File: src/common/lpmc_map.svh
`ifndef LPMC_MAP_SVH
`define LPMC_MAP_SVH

// register offsets (8-bit special-function address space)
`define LPMC_OFS_POWER_CONTROL 8'h87
`define LPMC_OFS_IDLE_PENDING 8'h8E
`define LPMC_OFS_STOP_PENDING 8'h8F
`define LPMC_OFS_CLOCK_CONTROL 8'hC8

// power_control field positions
`define LPMC_BIT_IDLE_REQ 0
`define LPMC_BIT_STOP_REQ 1
`define LPMC_BIT_EMU_FLAG 2
`define LPMC_BIT_SW_RESET 5

// clock_control field position: 0 fast oscillator, 1 slow oscillator
`define LPMC_BIT_CLK_SEL 0

// reset value and pending-register mask
`define LPMC_RST_BYTE 8'h00
`define LPMC_PEND_MASK 8'h7F

// soft reset pulse length and stop gate counter load, in clock cycles
`define LPMC_SOFTWARE_RESET_REQUEST_CYCLES 4'h4
`define LPMC_STOP_GATE_CYCLES 2'h1

`endif

File: src/common/lpmc_pkg.sv
`default_nettype none

package lpmc_pkg;

    typedef enum logic [4:0] {
        LPMC_RUN = 5'h01,
        LPMC_IDLE = 5'h02,
        LPMC_STOP_GATE = 5'h04,
        LPMC_STOP = 5'h08,
        LPMC_RESTORE = 5'h10
    } lpmc_mode_t;

    // register port request
    typedef struct packed {
        logic [7:0] addr;
        logic [7:0] wdata;
        logic wr;
        logic rd;
    } lpmc_bus_req_t;

    // idle pending sources, one bit per idle_pending_status bit
    typedef struct packed {
        logic grp6_pending;
        logic grp5_pending;
        logic grp4_pending;
        logic timer1_overflow_pending;
        logic ext_int1_pending;
        logic timer0_overflow_pending;
        logic ext_int0_pending;
    } lpmc_idle_src_t;

    // stop wake sources, one bit per stop_pending_status bit
    typedef struct packed {
        logic grp6_wake_flag;
        logic grp5_wake_flag;
        logic [2:0] ext_int_high_wake_flag;
        logic [1:0] ext_int_low_wake_flag;
    } lpmc_stop_src_t;

    // clock gate controls to the clock tree
    typedef struct packed {
        logic cpu_halt;
        logic master_clk_gate;
        logic clk_gen_off;
        logic slow_clk_sel;
    } lpmc_clk_ctl_t;

endpackage

`default_nettype wire

File: src/logic/lpmc_sync.sv
`timescale 1ns/10ps
`default_nettype none

// two-stage synchroniser for a vector of asynchronous levels
module lpmc_sync #(
    parameter int W = 7
) (
    // clock and reset
    input wire logic clock_i,
    input wire logic rst_i,
    // data
    input wire logic [W-1:0] d_i,
    output logic [W-1:0] q_o
);

    logic [W-1:0] stage1;
    logic [W-1:0] stage2;

    always_ff @(posedge clock_i) begin
        if (rst_i) begin
            stage1 <= '0;
            stage2 <= '0;
        end else begin
            stage1 <= d_i;
            stage2 <= stage1;
        end
    end

    assign q_o = stage2;

endmodule

`default_nettype wire

File: src/logic/lpmc_ctrl.sv
`timescale 1ns/10ps
`default_nettype none

`include "lpmc_map.svh"

// Contract
// idle entered when idle pending all zero
// idle request ignored while idle pending set
// idle halts cpu, master clock keeps running
// any reset or interrupt leaves idle
// wake restores clock before taking interrupt
// idle request bit self-clears on exit
// software puts two nops after idle
// stop halts master clock and generators
// stop entered only when stop pending zero
// listed wake sources end stop mode
// stop request bit self-clears on exit
// clock gated at final edge before stopped
// software puts three nops after stop
// software prefers internal clock before stop
// soft reset bit pulses, then self-clears
// bit2 emulation flag, bits 1,0 requests
// idle pending register reports interrupt groups
// stop pending register reports wake sources
// slow oscillator select runs logic slowly
// software slows master clock before idle
// clock select: 0 fast, 1 slow
module lpmc_ctrl (
    // clock and reset
    input wire logic clock_i,
    input wire logic rst_i,
    // register port
    input wire logic [7:0] addr_i,
    input wire logic [7:0] wdata_i,
    input wire logic wr_i,
    input wire logic rd_i,
    output logic [7:0] rdata_o,
    // pending and wake sources from the interrupt logic
    input wire lpmc_pkg::lpmc_idle_src_t idle_src_i,
    input wire lpmc_pkg::lpmc_stop_src_t stop_src_i,
    input wire logic clk_monitor_int_i,
    input wire logic any_int_i,
    input wire logic emulation_i,
    // clock tree and reset outputs
    output lpmc_pkg::lpmc_clk_ctl_t clk_ctl_o,
    output logic soft_reset_o,
    output logic wake_int_o,
    output logic [4:0] mode_o
);

    typedef struct packed {
        lpmc_pkg::lpmc_mode_t mode;
        logic idle_req;
        logic stop_req;
        logic clk_sel;
        logic [3:0] software_reset_request_cnt;
        logic [1:0] gate_cnt;
        logic [7:0] rdata;
        lpmc_pkg::lpmc_clk_ctl_t clk_ctl;
        logic soft_reset;
        logic wake_int;
    } lpmc_state_t;

    lpmc_state_t st;
    lpmc_state_t next_st;

    logic [6:0] idle_pend_sync;
    logic [6:0] stop_pend_sync;
    logic [1:0] misc_sync;
    logic [7:0] idle_pending_bits;
    logic [7:0] stop_pending_bits;
    logic idle_wake;
    logic stop_wake;
    // emulation strap, two flops after the pin
    logic misc_emu;
    logic emu_s1;

    // all interrupt sources arrive from outside this clock and are synced
    lpmc_sync #(.W(7)) u_idle_sync (
        .clock_i(clock_i),
        .rst_i(rst_i),
        .d_i(idle_src_i),
        .q_o(idle_pend_sync)
    );

    lpmc_sync #(.W(7)) u_stop_sync (
        .clock_i(clock_i),
        .rst_i(rst_i),
        .d_i(stop_src_i),
        .q_o(stop_pend_sync)
    );

    lpmc_sync #(.W(2)) u_misc_sync (
        .clock_i(clock_i),
        .rst_i(rst_i),
        .d_i({clk_monitor_int_i, any_int_i}),
        .q_o(misc_sync)
    );

    // true when the address matches the given offset
    function automatic logic hit(input logic [7:0] a, input logic [7:0] ofs);
        hit = (a == ofs);
    endfunction

    assign idle_pending_bits = {1'b0, idle_pend_sync} & `LPMC_PEND_MASK;
    assign stop_pending_bits = {1'b0, stop_pend_sync} & `LPMC_PEND_MASK;

    // any interrupt wakes idle; reset is handled by rst_i itself
    assign idle_wake = misc_sync[0] | (|idle_pending_bits);
    // external, low-voltage, wake timer, watchdog, touch, clock monitor
    assign stop_wake = (|stop_pending_bits) | misc_sync[1];

    always_comb begin
        next_st = st;
        next_st.wake_int = 1'b0;

        // soft reset pulse, bit self-clears when the pulse is done
        if (st.software_reset_request_cnt != 4'h0) begin
            next_st.software_reset_request_cnt = st.software_reset_request_cnt - 4'h1;
        end
        next_st.soft_reset = (next_st.software_reset_request_cnt != 4'h0);

        case (st.mode)
            lpmc_pkg::LPMC_RUN: begin
                if (st.stop_req) begin
                    if (stop_pending_bits == `LPMC_RST_BYTE) begin
                        next_st.mode = lpmc_pkg::LPMC_STOP_GATE;
                        next_st.gate_cnt = `LPMC_STOP_GATE_CYCLES;
                    end else begin
                        next_st.stop_req = 1'b0;
                    end
                end else if (st.idle_req) begin
                    if (idle_pending_bits == `LPMC_RST_BYTE) begin
                        next_st.mode = lpmc_pkg::LPMC_IDLE;
                    end else begin
                        // refused: stay running, drop the request
                        next_st.idle_req = 1'b0;
                    end
                end
            end
            lpmc_pkg::LPMC_IDLE: begin
                if (idle_wake) begin
                    next_st.idle_req = 1'b0;
                    next_st.mode = lpmc_pkg::LPMC_RESTORE;
                end
            end
            lpmc_pkg::LPMC_STOP_GATE: begin
                // last edge closes the system clock, then fully stopped
                if (st.gate_cnt != 2'h0) begin
                    next_st.gate_cnt = st.gate_cnt - 2'h1;
                end else begin
                    next_st.mode = lpmc_pkg::LPMC_STOP;
                end
            end
            lpmc_pkg::LPMC_STOP: begin
                if (stop_wake) begin
                    next_st.stop_req = 1'b0;
                    next_st.mode = lpmc_pkg::LPMC_RESTORE;
                end
            end
            lpmc_pkg::LPMC_RESTORE: begin
                // clock is back this cycle; the interrupt is passed on next
                next_st.wake_int = 1'b1;
                next_st.mode = lpmc_pkg::LPMC_RUN;
            end
            default: begin
                next_st.mode = lpmc_pkg::LPMC_RUN;
            end
        endcase

        // register writes; idle and stop requests are only accepted while running, soft reset in any mode
        if (wr_i && hit(addr_i, `LPMC_OFS_POWER_CONTROL)) begin
            if (wdata_i[`LPMC_BIT_SW_RESET]) begin
                next_st.software_reset_request_cnt = `LPMC_SOFTWARE_RESET_REQUEST_CYCLES;
                next_st.soft_reset = 1'b1;
            end
            if (st.mode == lpmc_pkg::LPMC_RUN) begin
                next_st.stop_req = wdata_i[`LPMC_BIT_STOP_REQ];
                next_st.idle_req = wdata_i[`LPMC_BIT_IDLE_REQ];
            end
        end
        if (wr_i && hit(addr_i, `LPMC_OFS_CLOCK_CONTROL)) begin
            next_st.clk_sel = wdata_i[`LPMC_BIT_CLK_SEL];
        end

        // read data stands in the cycle after the strobe only
        next_st.rdata = `LPMC_RST_BYTE;
        if (rd_i) begin
            if (hit(addr_i, `LPMC_OFS_POWER_CONTROL)) begin
                // request bits are write-only and read as zero
                next_st.rdata[`LPMC_BIT_EMU_FLAG] = misc_emu;
            end else if (hit(addr_i, `LPMC_OFS_IDLE_PENDING)) begin
                next_st.rdata = idle_pending_bits;
            end else if (hit(addr_i, `LPMC_OFS_STOP_PENDING)) begin
                next_st.rdata = stop_pending_bits;
            end else if (hit(addr_i, `LPMC_OFS_CLOCK_CONTROL)) begin
                next_st.rdata[`LPMC_BIT_CLK_SEL] = st.clk_sel;
            end
        end

        // clock tree controls follow the next mode; slow select follows the next clk_sel
        next_st.clk_ctl.cpu_halt =
            (next_st.mode != lpmc_pkg::LPMC_RUN);
        next_st.clk_ctl.master_clk_gate =
            (next_st.mode == lpmc_pkg::LPMC_STOP);
        next_st.clk_ctl.clk_gen_off =
            (next_st.mode == lpmc_pkg::LPMC_STOP);
        next_st.clk_ctl.slow_clk_sel = next_st.clk_sel;
    end

    // emulation strap captured by a clocked process after reset
    always_ff @(posedge clock_i) begin
        if (rst_i) begin
            emu_s1 <= 1'b0;
            misc_emu <= 1'b0;
        end else begin
            emu_s1 <= emulation_i;
            misc_emu <= emu_s1;
        end
    end

    always_ff @(posedge clock_i) begin
        if (rst_i) begin
            st <= '{mode: lpmc_pkg::LPMC_RUN, default: '0};
        end else begin
            st <= next_st;
        end
    end

    assign rdata_o = st.rdata;
    assign clk_ctl_o = st.clk_ctl;
    assign soft_reset_o = st.soft_reset;
    assign wake_int_o = st.wake_int;
    assign mode_o = st.mode;

endmodule

`default_nettype wire

File: config.mk
export PLATFORM = sky130hd
export DESIGN_NAME = lpmc_ctrl
export DESIGN_NICKNAME = d
export VERILOG_FILES = /design/src/common/lpmc_pkg.sv /design/src/logic/lpmc_sync.sv /design/src/logic/lpmc_ctrl.sv
export VERILOG_INCLUDE_DIRS = /design/src /design/src/common
export SDC_FILE = /design/constraint.sdc
export NUM_CORES = 1
export LEC_CHECK = 0
export BUFFER_PORTS_ARGS = -buffer_cell sky130_fd_sc_hd__buf_2
export CORE_ASPECT_RATIO = 1.25
export CORE_MARGIN = 2
export CORE_UTILIZATION = 52
export DETAILED_ROUTE_END_ITERATION = 8
export GPL_ROUTABILITY_DRIVEN = 0
export GPL_TIMING_DRIVEN = 0
export PLACE_DENSITY = 0.78
export SLEW_MARGIN = 20
export SYNTH_ARGS = -nofsm -noshare
export SYNTH_HDL_FRONTEND = slang
export SYNTH_SLANG_ARGS = --single-unit
export TNS_END_PERCENT = 30
File: constraint.sdc
create_clock -name clock_i -period 2.1 [get_ports clock_i]
set_input_delay 0.42 -clock clock_i [delete_from_list [all_inputs] [get_ports clock_i]]
set_output_delay 0.42 -clock clock_i [all_outputs]
set_load 0.05 [all_outputs]
## Yosys cells after proc, flatten, opt, wreduce, memory -nomap -nowiden

Index checks and enable logic that the tools add are counted.

- Register bits: 60
- Input port bits: 37
- Output and inout port bits: 19
- Word-level logic and storage cells: 87

- Add/sub/neg operators: 2
- Equality and inequality tests: 14
- Multiplexer cells: 33
- Bitwise logic cells: 3
- Reduce and logical (&&, ||, !) cells: 14

Operator list:

| cell | number |
|---|---|
| $eq A8 B8 Y1 const B | 4 |
| $mux W5 | 5 |
| $pmux W5 S4 | 1 |
| $mux W6 | 3 |
| $logic_not A8 Y1 | 2 |
| $reduce_or A7 Y1 | 2 |
| $mux W1 | 12 |
| $mux W4 | 3 |
| $eq A5 B4 Y1 const B | 2 |
| $mux W2 | 5 |
| $reduce_bool A4 Y1 | 2 |
| $mux W7 | 1 |
| $ne A2 B2 Y1 const B | 3 |
| $eq A5 B1 Y1 const B | 1 |
| $eq A5 B2 Y1 const B | 1 |
| $eq A5 B3 Y1 const B | 1 |
| $eq A5 B5 Y1 const B | 1 |
| $ne A5 B1 Y1 const B | 1 |
| $pmux W1 S2 | 2 |
| $pmux W2 S2 | 1 |
| $reduce_and A4 Y1 | 1 |
| $reduce_bool A2 Y1 | 2 |
| $reduce_or A4 Y1 | 1 |
| $sub A4 B1 Y4 const B | 1 |
| other kinds (6) | 8 |

## Logic depth before layout (Yosys ltp)

- Depth after elaboration: 7
- Depth in mapped cells: 6
- Depth with buffers taken out: 6

## Modules after synthesis

A second synthesis with hierarchy kept.

- Cells, all modules: 235
- Area total of the unflattened synthesis: 2,383.5 um^2

Modules (own cells, without submodules):

| module | instances | cells an instance | area an instance (um^2) | seq. area each (um^2) |
|---|---|---|---|---|
| lpmc_ctrl | 1 | 169 | 1,462.7 | 540.5 |
| lpmc_sync (u_idle_sync ...) | 2 | 29 | 407.9 | 280.3 |
| lpmc_sync (u_misc_sync) | 1 | 8 | 105.1 | 80.1 |

## Worst setup path before layout

Ideal clock, no wire load.

- Path kind: input to register
- From: in addr_i[5]
- To: reg st[16] (netlist name)
- Setup time: 116 ps
- Arrival time: 1,496 ps
- Required time: 1,984 ps
- Setup slack: 488 ps
- Stages: 4
- Buffers on the path: 0
- Cell sequence: or3b_2 nor3_2 a21oi_1 and3_1

- Word-level cells in the longest chain between the ends: 3

RTL lines:

| element | line | text |
|---|---|---|
| start, declared | lpmc_ctrl.sv:33 | `input wire logic [7:0] addr_i,` |
| $eq A8 B8 Y1 | lpmc_ctrl.sv:102 | `hit = (a == ofs);` |
| $logic_and A1 B1 Y1 | lpmc_ctrl.sv:172 | `` if (wr_i && hit(addr_i, `LPMC_OFS_POWER_CONTROL)) begin `` |
| $mux W4 | lpmc_ctrl.sv:172 |  |
| end signal, assigned | lpmc_ctrl.sv:226 | `st <= next_st;` |
| end, declared | lpmc_ctrl.sv:64 | `lpmc_state_t st;` |

No other way between the ends.
A chain may end at the register's enable or synchronous reset.

## Worst setup path after layout

- From: reg st (netlist bit mode_o[4])
- To: reg st[15] (netlist name)

- Word-level cells in the longest chain between the ends: 3
- Elaborated cells between the ends (all ways): 8
- Those cells by class: eq/ne (5); mux (1); reduce/logical (2)

RTL lines:

| element | line | text |
|---|---|---|
| $eq A5 B3 Y1 / $eq A5 B1 Y1 (equally long branches) | lpmc_ctrl.sv:123 | `case (st.mode)` |
| $ne A2 B2 Y1 (no source line) / $reduce_bool A2 Y1 (equally long branches) | - |  |
| $reduce_and A4 Y1 (no source line) | - |  |

Parallel ways exist; a longest one is shown, timed or not.

==> results.cfg <==
[status]
run_status = finished, final reports clean

[clock_network]
cts_sinks = 59
clkSlewWorstSetupHoldPaths_ps = 70
clockBufferDepth = 2
h-tree-depth = 3
cts_setup_buffers = 0
cts_root_buf = clkbuf_8
cts_resized = 0
hold_buffers = 0
cts_inserted_buffers = 9
cts_tree = yes
worstSkewPairLatency_ps = 330

[final_layout]
area_growth_pct = 23.4
drive_gt1_frac = 0.307
mostFrequentLayoutCell = dfxtp_1
post-route-util = 0.659
final_cell_mix = dfxtp_1, buf_2, nor2b_1, buf_4, nor2_1
final_net_count = 337
diodes = 0

[global_route]
overflow = 0
antenna_found_initial = 0
grt_max_degree = 12
grt_pass1_vias = 1562
grt_first_pass_wirelength_um = 6690
grt_use_total = 0.173

[sta]
min_period_ps = 1770
drv_slew = 0
skew_ps = 6.10
period_share = 0.845
relSlewSlack = 0.652
fmax_mhz = 563
hold_viol = 0
finalSetupViolations = 0
tns_ps = 0
rsz0062_at_grt = false
worstMarginPinSlew_ps = 522

[hold_path]
hold_path_class = in -> reg

[synth]
synth-seq-area-share = 0.507
synth_compound_area_frac = 0.0983
yosysUniqueCellTypes = 48
syn_inst = 238
synth-seq-cells = 59
mappedNetlistArea_sq_mm = 0.00233
yosysWarnings = 0
synth_edf_count = 0
yosys.area_share.simple = 0.268
synth_top_family_by_area = simple AND/OR/NAND/NOR gates
synth.avg_cell_area_sq_um = 9.78
yosysTopAreaCell = dfxtp_1
synth_fa_ha_area_frac = 0.0107
synth_xor_xnor_area_share = 0.00376
synthArstFlopShare = 0
synth_top_area_share = 0.507
synth-main-ff-cell = dfxtp_1
ys_top_cells_by_area = dfxtp_1, nor2b_1, buf_4
syn-num-nets = 277
synthMuxAreaShare = 0.0349

[critical_path]
critPathSlowestCell = or3_1
critPathMaxStageDelay_ps = 450
critPathRequiredTime_ps = 2320
cp_cell_sequence = or3_1, nor3_1, a31oi_1, a32o_1
critPathKind = reg -> reg
cpLargestDelayFamily = simple AND/OR/NAND/NOR gates
crit_arrival_ps = 2000
end_kind = flip-flop
cp_num_buf_inv = 0
critPathLaunchType = flip-flop
critPathMaxFanout = 7

[drt]
dr.first_iter.drc_count = 91
first_pass_iters = 4
routed_via_density = 4.87
drc = 0
routed-via-count = 1758
drt_wl_total_um = 4110
ant_nets = 0
routedWlPerCell_um = 11.4

[power]
switchingPower_mw = 0.669
intPower_mw = 2.04
switching_share = 0.247
p_leak_nw = 1.25
comb_power_share = 0.121
peakVddDrop_uv = 511
seq_power_share = 0.458
pwr-share-clk = 0.421
power_density_mw_per_mm2 = 944

[die]
io_pins = 56
die-area_sq_mm = 0.00503
core_sq_mm = 0.00436
dieHeight_um = 78.8
initial_core_util = 0.534
dieWidth_um = 63.9
row_count = 27

[placed_design]
dpl.hpwl_um = 2960
port_buffers = 49

[run]
cap_violations = 0
[area by class of cell]
type                            instances  area (sq um)
Multi-Input combinational cell        149           971
Fill cell                             372          1490
Clock buffer                           10           138
Sequential cell                        59          1180
Clock inverter                          6          88.8
Buffer                                 23           150
Inverter                                7          26.3
Timing Repair Buffer                   49           245
Tap cell                               58          72.6
[logic make-up (layout without fill, tap and decap cells)]
kind of cell / Yosys count / count (layout)
and+or+nand+nor: 102 / 102
muxes: 8 / 8
xor gates and xnor gates: 1 / 1
other: 1 / 1
adders and majority gates: 2 / 2
AOI/OAI and AO/OA: 35 / 35
buffers and inverters: 30 / 95
DFF: 59 / 59
[sequential cells by signal (all words and copies together) (netlist names), 2 cells and up]
register	count
u_idle_sync.stage1	7
u_stop_sync.stage1	7
mode_o	5
u_misc_sync.q_o	2
u_misc_sync.stage1	2
u_idle_sync.q_o	7
u_stop_sync.q_o	7
st	8
clk_ctl_o	3
rdata_o	7
[path summary, 6_finish.rpt]
check,slack (ps),startpoint,to,cells past startpoint
max reg2reg,330,mode_o[4]$_SDFF_PP0_,st[15]$_SDFFE_PP0P_,4
max,330,mode_o[4]$_SDFF_PP0_,st[15]$_SDFFE_PP0P_,4
min reg2reg,440,u_misc_sync.stage1[1]$_SDFF_PP0_,u_misc_sync.q_o[1]$_SDFF_PP0_,1
min,290,idle_src_i[2],u_idle_sync.stage1[2]$_SDFF_PP0_,2
[power by group through the flow]
stage,registers [mW],logic [mW],clock network [mW]
4_1_cts,1.24,0.330,1.16
5_1_grt,1.25,0.370,1.21
3_5_place_dp,1.26,0.327,0
3_3_place_gp,1.26,0.319,0
6_report,1.24,0.328,1.14
2_1_floorplan,1.28,0.220,0
[synth_stat cells, types with 2 or more instances]
cell      count
a21oi_1      11
a31oi_1       3
buf_4        17
clkbuf_1      6
dfxtp_1      59
ha_1          2
inv_1         7
mux2i_1       7
nand2_1       9
nand2b_1      3
nand3_1       4
nand3b_1      4
nand4_1       5
nor2_1       14
nor2b_1      37
nor3_1        3
nor3b_1       3
nor4b_1       2
o21ai_0       6
o21bai_1      2
or3_1         6
or3b_2        2
[metrics by stage]
step | cell area [sq um] | std cells | worst slack, ps | hold slack, ps | total power [mW]
finish | 2870 | 361 | 325 | 293 | 2.71
global route | 2870 | 361 | 119 | 280 | 2.83
CTS | 2870 | 361 | 318 | 282 | 2.73
detailed placement | 2650 | 345 | 173 | 426 | 1.59
global placement | 2650 | 345 | 172 | 421 | 1.58
floorplan | 2330 | 238 | 488 | 414 | 1.50
[metal layers]
layer / vias to the layer above / GRT usage / share of wire
li1: 926 / - / -
met1: 774 / 0.193 / 0.45
met2: 53 / 0.282 / 0.48
met3: 5 / 0.0595 / 0.060
met4: 0 / 0.107 / 0.016
met5: - / 0 / 0
No activity file was read; power rests on OpenSTA's default activity.
